**src/pkg/power_mode_pkg.sv**
```systemverilog
// Shared constants and types of the power mode controller.
// Assumes a 25 MHz reference clock driving all controller logic.
package power_mode_pkg;

   localparam int REF_CLK_HZ = 25000000;
   localparam int WAKE_TIME_US = 125;
   localparam int WAKE_CYCLES = (REF_CLK_HZ / 1000000) * WAKE_TIME_US;
   localparam int LSO_TICK_HZ = 1000;
   localparam int LSO_DIV_CYCLES = REF_CLK_HZ / LSO_TICK_HZ;
   localparam int MAX_WAKE_MS = 128;
   localparam int WAKE_SEL_W = 3;
   localparam int WHEEL_W = 8;
   localparam int NUM_SUBSYS = 8;
   localparam int CPU_BIT = 0;
   localparam logic [NUM_SUBSYS-1:0] TEMPLATE_RESET = 8'hFF;
   localparam logic [WAKE_SEL_W-1:0] WAKE_SEL_RESET = 3'h7;

   typedef enum logic [2:0] {
      MODE_ACTIVE = 3'b000,
      MODE_ALT_ACTIVE = 3'b001,
      MODE_SLEEP = 3'b010,
      MODE_HIBERNATE = 3'b011,
      MODE_WAKING = 3'b100
   } power_mode_t;

   typedef enum logic [1:0] {
      REQ_NONE = 2'b00,
      REQ_ALT_ACTIVE = 2'b01,
      REQ_SLEEP = 2'b10,
      REQ_HIBERNATE = 2'b11
   } mode_req_t;

endpackage

```
**src/logic/periodic_wake_timer.sv**
```systemverilog
// 1 kHz wheel derived from ref_clk, counting only while run is high, with a selectable period.
// Assumes rst is synchronous to ref_clk.
`timescale 1ns/10ps
module periodic_wake_timer
   import power_mode_pkg::*;
#(
   parameter int DIV_CYCLES = LSO_DIV_CYCLES
)
(
   input wire logic ref_clk,
   input wire logic rst,
   input wire logic run,
   input wire logic clear,
   input wire logic [WAKE_SEL_W-1:0] interval_sel,
   output logic [WHEEL_W-1:0] count,
   output logic wake_pulse
);

   logic [15:0] div_reg;
   logic tick;
   logic [WHEEL_W-1:0] wheel_reg;
   logic [WHEEL_W-1:0] period_mask;

   // Interval is 2^sel ms, longest 128 ms at sel 7
   assign period_mask = WHEEL_W'((9'h001 << interval_sel) - 9'h001);
   assign tick = run && (div_reg == 16'(DIV_CYCLES - 1));

   // Low speed oscillator stand-in: 1 kHz tick
   always_ff @(posedge ref_clk)
   begin
      if (rst || clear || !run || tick)
         div_reg <= 16'h0000;
      else
         div_reg <= div_reg + 16'h0001;
   end

   // Wheel stops in hibernate and can be cleared by firmware
   always_ff @(posedge ref_clk)
   begin
      if (rst || clear)
         wheel_reg <= '0;
      else if (tick)
         wheel_reg <= wheel_reg + WHEEL_W'(1);
   end

   always_ff @(posedge ref_clk)
   begin
      if (rst || clear)
         wake_pulse <= 1'b0;
      else
         wake_pulse <= tick && ((wheel_reg & period_mask) == period_mask);
   end

   assign count = wheel_reg;

endmodule // periodic_wake_timer

```
**src/logic/power_mode_controller.sv**
```systemverilog
// Global power mode controller: active, alternate active, sleep, hibernate.
// Assumes firmware drives the control ports from ref_clk logic; the
// external reset pin is asynchronous and is synchronised here.
`timescale 1ns/10ps
module power_mode_controller
   import power_mode_pkg::*;
#(
   parameter int N = NUM_SUBSYS,
   parameter int WAKE_CNT = WAKE_CYCLES,
   parameter int DIV_CYCLES = LSO_DIV_CYCLES
)
(
   input wire logic ref_clk,
   input wire logic rst,
   input wire logic external_reset_pin_n,
   input wire logic [N-1:0] active_template,
   input wire logic [N-1:0] alt_template,
   input wire logic template_we,
   input wire logic mode_req_valid,
   input wire logic [1:0] mode_req,
   input wire logic leave_alt,
   input wire logic wake_timer_clear,
   input wire logic [WAKE_SEL_W-1:0] wake_interval_sel,
   input wire logic [N-1:0] gpio_out_live,
   input wire logic [N-1:0] pin_irq_cfg_live,
   output logic [2:0] power_mode,
   output logic [N-1:0] subsys_enable,
   output logic [N-1:0] subsys_clk_en,
   output logic cpu_enable,
   output logic low_speed_osc_en,
   output logic main_regulators_en,
   output logic hibernate_regulator_en,
   output logic [N-1:0] gpio_out_hold,
   output logic [N-1:0] pin_irq_cfg_hold,
   output logic [WHEEL_W-1:0] wake_timer_count,
   output logic wake_event
);

   power_mode_t mode_reg;
   power_mode_t mode_next;
   logic [N-1:0] act_tmpl_reg;
   logic [N-1:0] alt_tmpl_reg;
   logic cpu_wake_reg;
   logic external_reset_pin_meta_reg;
   logic external_reset_pin_sync_reg;
   logic external_reset_pin_seen_reg;
   logic [15:0] wake_cnt_reg;
   logic timer_wake;
   logic timer_run;
   logic [N-1:0] tmpl_sel;
   logic [N-1:0] enable_next;
   logic [N-1:0] gpio_hold_reg;
   logic [N-1:0] irq_hold_reg;
   logic in_low;

   // External reset pin: three flops before use
   always_ff @(posedge ref_clk)
   begin
      if (rst)
      begin
         external_reset_pin_meta_reg <= 1'b1;
         external_reset_pin_sync_reg <= 1'b1;
      end
      else
      begin
         external_reset_pin_meta_reg <= external_reset_pin_n;
         external_reset_pin_sync_reg <= external_reset_pin_meta_reg;
      end
   end

   always_ff @(posedge ref_clk)
   begin
      if (rst)
         external_reset_pin_seen_reg <= 1'b0;
      else
         external_reset_pin_seen_reg <= !external_reset_pin_sync_reg;
   end

   assign timer_run = (mode_reg != MODE_HIBERNATE);

   periodic_wake_timer #(
      .DIV_CYCLES(DIV_CYCLES)
   ) u_wake_timer (
      .ref_clk(ref_clk),
      .rst(rst || external_reset_pin_seen_reg),
      .run(timer_run),
      .clear(wake_timer_clear),
      .interval_sel(wake_interval_sel),
      .count(wake_timer_count),
      .wake_pulse(timer_wake)
   );

   // Templates update whenever firmware writes, in any running mode
   always_ff @(posedge ref_clk)
   begin
      if (rst || external_reset_pin_seen_reg)
      begin
         act_tmpl_reg <= TEMPLATE_RESET;
         alt_tmpl_reg <= TEMPLATE_RESET;
      end
      else if (template_we && mode_reg != MODE_HIBERNATE)
      begin
         act_tmpl_reg <= active_template;
         alt_tmpl_reg <= alt_template;
      end
   end

   // Next mode: low power is entered only by a request from a running mode
   always_comb
   begin
      mode_next = mode_reg;
      unique case (mode_reg)
         MODE_ACTIVE, MODE_ALT_ACTIVE:
         begin
            if (mode_req_valid)
            begin
               unique case (mode_req_t'(mode_req))
                  REQ_ALT_ACTIVE: mode_next = MODE_ALT_ACTIVE;
                  REQ_SLEEP: mode_next = MODE_SLEEP;
                  REQ_HIBERNATE: mode_next = MODE_HIBERNATE;
                  REQ_NONE: mode_next = mode_reg;
               endcase
            end
            else if (leave_alt)
               mode_next = MODE_ACTIVE;
            else if (timer_wake)
               mode_next = MODE_ACTIVE;
         end
         MODE_SLEEP:
         begin
            if (timer_wake)
               mode_next = MODE_WAKING;
         end
         MODE_WAKING:
         begin
            if (wake_cnt_reg == 16'(WAKE_CNT - 1))
               mode_next = MODE_ACTIVE;
         end
         MODE_HIBERNATE:
            mode_next = MODE_HIBERNATE;
         default:
            mode_next = MODE_ACTIVE;
      endcase
   end

   // Mode register; a pin reset overrides every mode, hibernate included
   always_ff @(posedge ref_clk)
   begin
      if (rst || external_reset_pin_seen_reg)
         mode_reg <= MODE_ACTIVE;
      else
         mode_reg <= mode_next;
   end

   // Wake delay counter: runs only while waking, parks at its end value
   always_ff @(posedge ref_clk)
   begin
      if (rst || external_reset_pin_seen_reg || mode_reg != MODE_WAKING)
         wake_cnt_reg <= 16'h0000;
      else if (wake_cnt_reg != 16'(WAKE_CNT - 1))
         wake_cnt_reg <= wake_cnt_reg + 16'h0001;
   end

   // Processor enable forced on by any wakeup event
   always_ff @(posedge ref_clk)
   begin
      if (rst || external_reset_pin_seen_reg)
         cpu_wake_reg <= 1'b1;
      else if (timer_wake)
         cpu_wake_reg <= 1'b1;
      else if (template_we && !active_template[CPU_BIT])
         cpu_wake_reg <= 1'b0;
   end

   assign in_low = (mode_reg == MODE_SLEEP) || (mode_reg == MODE_HIBERNATE)
      || (mode_reg == MODE_WAKING);

   always_comb
   begin
      tmpl_sel = (mode_reg == MODE_ALT_ACTIVE) ? alt_tmpl_reg : act_tmpl_reg;
      enable_next = tmpl_sel;
      if (mode_reg == MODE_ACTIVE)
         enable_next[CPU_BIT] = act_tmpl_reg[CPU_BIT] || cpu_wake_reg;
      if (in_low)
         enable_next = '0;
   end

   // Output pin values track the live ones and freeze on hibernate entry
   always_ff @(posedge ref_clk)
   begin
      if (rst)
         gpio_hold_reg <= '0;
      else if (mode_reg != MODE_HIBERNATE)
         gpio_hold_reg <= gpio_out_live;
   end

   // Pin interrupt settings freeze the same way
   always_ff @(posedge ref_clk)
   begin
      if (rst)
         irq_hold_reg <= '0;
      else if (mode_reg != MODE_HIBERNATE)
         irq_hold_reg <= pin_irq_cfg_live;
   end

   // Subsystem enables, one cycle after the mode that selects them
   always_ff @(posedge ref_clk)
   begin
      if (rst)
         subsys_enable <= '0;
      else
         subsys_enable <= enable_next;
   end

   // Clock gates follow the enables so a disabled block gets no clock
   always_ff @(posedge ref_clk)
   begin
      if (rst)
         subsys_clk_en <= '0;
      else
         subsys_clk_en <= enable_next;
   end

   // Visible mode, registered to line up with the enables
   always_ff @(posedge ref_clk)
   begin
      if (rst)
         power_mode <= 3'h0;
      else
         power_mode <= mode_reg;
   end

   // Low speed oscillator runs in every mode but hibernate
   always_ff @(posedge ref_clk)
   begin
      if (rst)
         low_speed_osc_en <= 1'b1;
      else
         low_speed_osc_en <= (mode_reg != MODE_HIBERNATE);
   end

   // Main regulators drop out only in hibernate
   always_ff @(posedge ref_clk)
   begin
      if (rst)
         main_regulators_en <= 1'b1;
      else
         main_regulators_en <= (mode_reg != MODE_HIBERNATE);
   end

   // One cycle pulse per timer wakeup; from the pin it stays high for as long as the pin reset is seen
   always_ff @(posedge ref_clk)
   begin
      if (rst)
         wake_event <= 1'b0;
      else
         wake_event <= timer_wake || external_reset_pin_seen_reg;
   end

   assign cpu_enable = subsys_enable[CPU_BIT];
   assign hibernate_regulator_en = 1'b1;
   assign gpio_out_hold = gpio_hold_reg;
   assign pin_irq_cfg_hold = irq_hold_reg;

endmodule // power_mode_controller

```
**config.mk**
```make
export PLATFORM = sky130hd
export DESIGN_NAME = power_mode_controller
export DESIGN_NICKNAME = d
export VERILOG_FILES = /design/src/pkg/power_mode_pkg.sv /design/src/logic/periodic_wake_timer.sv /design/src/logic/power_mode_controller.sv
export SDC_FILE = /design/constraint.sdc
export NUM_CORES = 1
export LEC_CHECK = 0
export ABC_CLOCK_PERIOD_IN_PS = 5500
export BUFFER_PORTS_ARGS = -buffer_cell sky130_fd_sc_hd__buf_2
export CAP_MARGIN = 20
export CORE_MARGIN = 10
export CORE_UTILIZATION = 57
export DETAILED_ROUTE_END_ITERATION = 8
export HOLD_SLACK_MARGIN = 0.12
export PLACE_DENSITY = 0.81
export SYNTH_ARGS = -nofsm -noshare
export SYNTH_HDL_FRONTEND = slang
export SYNTH_SLANG_ARGS = --single-unit
```
**constraint.sdc**
```tcl
create_clock -name ref_clk -period 5.5 [get_ports ref_clk]
set_input_delay 0.275 -clock ref_clk [delete_from_list [all_inputs] [get_ports ref_clk]]
set_output_delay 0.275 -clock ref_clk [all_outputs]
set_load 0.01 [all_outputs]
```
=== Word level (Yosys, flattened, before mapping) ===
Index checks and enable logic that the tools add are counted.

* Bits in registers: 93
* Bits of input ports: 44
* Word-level logic and storage cells: 71
* Output and inout bits: 48

* Shift operators: 1
* Reduce and logical (&&, ||, !) cells: 22
* Equal/unequal tests: 17
* Multiplexer cells: 9
* Bitwise logic cells: 1
* $add $sub $neg: 4

{| class="wikitable"
|+ Operators with widths
! cell !! count
|-
| adder 16 x 1 -> 16 bit, second input constant || 2
|-
| == test 16 x 12 -> 1 bit, second input constant || 1
|-
| == test 16 x 15 -> 1 bit, second input constant || 1
|-
| inequality test 16 x 12 -> 1 bit, second input constant || 1
|-
| two-way mux 3 bit || 5
|-
| one-hot mux 3 bit (4 select lines) || 1
|-
| logical OR 1 bit || 9
|-
| one-hot mux 3 bit (3 select lines) || 1
|-
| adder 8 x 1 -> 8 bit, second input constant || 1
|-
| bitwise AND 8 bit || 1
|-
| == test 8 bit || 1
|-
| two-way mux 8 bit || 1
|-
| left shift 1 x 3 -> 8 bit, first input constant || 1
|-
| subtractor 8 x 1 -> 8 bit, second input constant || 1
|-
| == test 3 x 2 -> 1 bit, second input constant || 2
|-
| inequality test 3 bit, second input constant || 2
|-
| OR reduction 2 bit || 3
|-
| == test 2 bit, second input constant || 2
|-
| logical AND 1 bit || 4
|-
| inequality test 4 x 3 -> 1 bit, second input constant || 1
|-
| AND reduction 4 bit || 1
|-
| == test 3 x 1 -> 1 bit, second input constant || 1
|-
| == test 3 bit, second input constant || 1
|-
| zero test 1 bit || 3
|-
| 7 further kinds || 7
|}

=== Longest topological paths before layout ===
* Depth after elaboration: 5
* Gate-level depth with buffers: 7
* Mapped depth without buffers: 6

=== Hierarchy ===
Synthesis repeated with hierarchy kept, for this count alone.

* Cells, all modules: 424
* Area, all modules: 3778.6 µm²

{| class="wikitable"
|+ By module, submodules not included
! module !! times used !! area an instance (µm²) !! cells an instance !! sequential area each (µm²)
|-
| power_mode_controller || 1 || 2611.3 || 289 || 1361.3
|-
| periodic_wake_timer || 1 || 1167.4 || 135 || 500.5
|}

=== Least setup slack after synthesis ===
OpenSTA, ideal clock, no wires.

* Kind: register to register
* Start: reg u_wake_timer.div_reg[3]
* End: reg u_wake_timer.wheel_reg[4] (netlist: u_wake_timer.count[4])
* Path buffers: 2
* Library setup time: 0.070 ns
* Slack: 3.354 ns
* Arrival: 2.076 ns
* Stages on the path, launching flop included: 7
* Period minus slack after synthesis: 2.146 ns
* Data required time: 5.430 ns
* Cells stage by stage: dfxtp_1 > buf_6 > or4_1 > or4_1 > buf_2 > or4_1 > a21oi_1

* Cells in the longest elaborated chain, start to end: 2

{| class="wikitable"
|+ RTL lines
! item !! RTL line !! RTL
|-
| start, declared || periodic_wake_timer.sv:19 || <nowiki>logic [15:0] div_reg;</nowiki>
|-
| start signal, assigned || periodic_wake_timer.sv:34 || <nowiki>div_reg <= div_reg + 16'h0001;</nowiki>
|-
| == test 16 x 15 -> 1 bit || periodic_wake_timer.sv:26 || <nowiki>assign tick = run && (div_reg == 16'(DIV_CYCLES - 1));</nowiki>
|-
| logical AND 1 bit || periodic_wake_timer.sv:26 ||
|-
| end signal, assigned || periodic_wake_timer.sv:43 || <nowiki>wheel_reg <= wheel_reg + WHEEL_W'(1);</nowiki>
|-
| end, declared || periodic_wake_timer.sv:21 || <nowiki>logic [WHEEL_W-1:0] wheel_reg;</nowiki>
|}

No other way between the ends.
A chain may end at the register's enable or synchronous reset.

=== Worst setup path after layout ===
* Start: reg u_wake_timer.div_reg[4]
* End: reg u_wake_timer.wheel_reg[1] (netlist: u_wake_timer.count[1])

Same word-level chain as after synthesis.

==> results.yml <==
drt:
  wl_mm: 8.87
  dr.pass1.iters: 4
  drtIter0Drc: 190
  drcViolationCount: 0
  vias_per_cell: 5.44
  drt-wirelength-per-cell_um: 14.4
  drt.antenna.violating_nets: 0
  vias: 3350
sta:
  post-route-min-period_ns: 2.47
  final-setup-viol-count: 0
  final_max_slew_viol_count: 0
  hold_viol: 0
  rsz0062_at_grt: "false"
  period_share_pct: 44.9
  tns_ns: 0
  relSlewSlack_pct: 30.5
  skew_ns: 0.00645
  worst_pin_slew_ns: 1.04
  max_clock_freq_mhz: 405
setup_path:
  worstSetupEndpointType: "flop"
  required_ns: 5.79
  cp_max_fo: 19
  cp-start-kind: "flop"
  cpMaxStageDelayCell: "or4_1"
  worstPathCellList: "or4_1 -> or4_1 -> or3b_2 -> a21oi_1"
  path_class: "flop to flop"
  r2r_cells: 4
  arrival_ns: 2.76
  crit_top_cell: "or4_1"
  max_stage_delay_ns: 0.80
global_routing:
  grt_pass1_vias: 3243
  grt_max_degree: 36
  track_usage_pct: 17.5
  antenna_found_initial: 0
  grt_first_pass_wirelength_mm: 14.8
  grt.overflow.total: 0
clock_tree:
  worstSkewPairLatency_ns: 0.36
  cts_setup_buffers: 0
  cts_root_buf: "clkbuf_8"
  cts_buffers: 9
  clockBufferDepth: 2
  clkTransAtPathRegs_ns: 0.09
  htreeDepth: 3
  tritoncts: "done"
  clock_sinks: 93
synthesis:
  synth_top_family_by_area: "simple AND/OR/NAND/NOR gates"
  synth_warnings: 0
  synth-compound-area-share_pct: 9.80
  synthAdderAreaFrac_pct: 1.32
  synthTopCellsByCount: "93 x dfxtp_1, 77 x nand2_1, 52 x nor2_1"
  synth_nets: 506
  synth_area_per_cell_um2: 8.30
  synth_top_area_share_pct: 48.9
  synth_seq_cells: 93
  postSynth.asyncResetShare_pct: 0
  yosys.area_share.simple_pct: 27.6
  synth_flop_cell: "dfxtp_1"
  synth.most_common_cell: "dfxtp_1"
  ys_seq_area_share_pct: 48.9
  synthXorXnorAreaFrac_pct: 5.76
  syn_area_um2: 3800
  synth_area_leaders: "dfxtp_1 49%, nand2_1 7.6%, xnor2_1 5.3%"
  syn_inst: 458
  yosys.cell_types.count: 43
  synthMuxAreaShare_pct: 0.559
  synth_top_area_cell: "dfxtp_1"
  synth_edf_count: 0
floorplanning:
  core.rowCount: 29
  die_w_um: 102
  die_h_um: 102
  die_area_um2: 10300
  ios: 92
  start_util_pct: 59.2
  fp.coreArea_um2: 6420
place:
  dp_hpwl_mm: 6.16
  place_congestion: 0.861
  port_buffers: 90
  dpl-instance-area_um2: 4180
power:
  pwr-share-comb_pct: 8.0
  switching_share_pct: 23.1
  seq_power_share_pct: 52.1
  clkPwrFrac_pct: 39.9
  intPower_uw: 1050
  cellLeakagePower_uw: 0.00187
  p_per_area_nw_per_um2: 304
  peakVddDrop_v: 0.000176
  power.switching_uw: 316
min_path:
  whs_path_depth: 3
  min_path_type: "input port to flop"
layout:
  drive_gt1_share_pct: 21.0
  area_growth_pct: 18.4
  antenna_cells: 0
  multiInputGateArea_um2: 1720
  fin_area_um2: 4500
  nFillCells: 518
  regArea_um2: 1860
  fin_nets: 582
status:
  outcome: "complete, no violations"
run:
  drv_cap: 0
[power by group through the flow]
stage,sequential [µW],combinational [µW],clock [µW]
floorplan,733,63.6,0
finish,713,109,546
global placement,728,104,0
CTS,713,110,554
global route,717,124,582
detailed placement,729,106,0
[worst max-delay path, delay by kind of cell, from the launching register on]
kind	cells	cell delay (ns)
compound gates	1	0.16
simple gates	3	1.86
flops	1	0.37
[per-stage QoR]
step                std cells  utilization (%)  total power, µW  hold slack [ns]  setup WS, ns
finish                    616             70.1             1370            0.130          3.03
global route              616             70.1             1420            0.129          2.82
CTS                       616             70.1             1380            0.122          3.04
detailed placement        592             65.1              834            0.370          2.80
global placement          592             65.1              832            0.364          2.83
floorplan                 458                -              796            0.363          3.35
[cell type report]
type | instances | share of cell area [%]
Inverter | 12 | 1.00
Sequential cell | 93 | 41.3
Tap cell | 77 | 2.14
Clock buffer | 9 | 2.75
Multi-Input combinational cell | 319 | 38.1
Clock inverter | 7 | 2.67
Timing Repair Buffer | 99 | 11.9
[path summary, 6_finish.rpt]
path	from	end	slack (ns)
setup / recovery	u_wake_timer.div_reg[4]	u_wake_timer.count[1]	3.03
hold / removal	active_template[2]	act_tmpl_reg[2]	0.13
setup reg to reg	u_wake_timer.div_reg[4]	u_wake_timer.count[1]	3.03
hold reg to reg	external_reset_pin_sync_reg	external_reset_pin_seen_reg	0.38
[layer usage]
metal  GRT usage, %  routed length, µm  vias up
li1               -                  -     1699
met2           28.4               4210       95
met1           20.7               3890     1545
met4           7.59                153        0
met3           5.85                610       11
met5              0                  0        -
[repair_timing]
| item | 4_1_cts | 5_1_grt |
|---|---|---|
| resized for setup | 0 | 0 |
| endpoints found under the hold margin | 8 | 0 |
| hold buffers | 8 | 0 |
[cell families after synthesis]
family,after synthesis
fa+ha+maj,4
other cells,1
compound gates,64
simple gates,223
flops,93
buf+inv,46
mux,2
xor+xnor,25
[placed cells by master (no fill, tap or decap), types with 3 or more instances in the layout]
cell	netlist	routed
clkbuf_8	0	9
a21oi_1	32	32
nand2_1	77	77
o21ai_0	11	11
buf_2	2	90
inv_1	12	12
dfxtp_1	93	93
nor4_1	10	10
xnor2_1	23	23
nor2b_1	3	3
nor2_1	52	52
or2_2	3	3
nand3_1	26	26
or4_1	7	7
o31ai_1	4	4
bufinv_16	0	3
nand2b_1	3	3
nor3_1	10	10
ha_1	4	4
dlygate4sd3_1	0	8
or3_1	7	7
a22oi_1	7	7
and3_1	3	3
nand4_1	13	13
(Power assumes the default switching activity.)
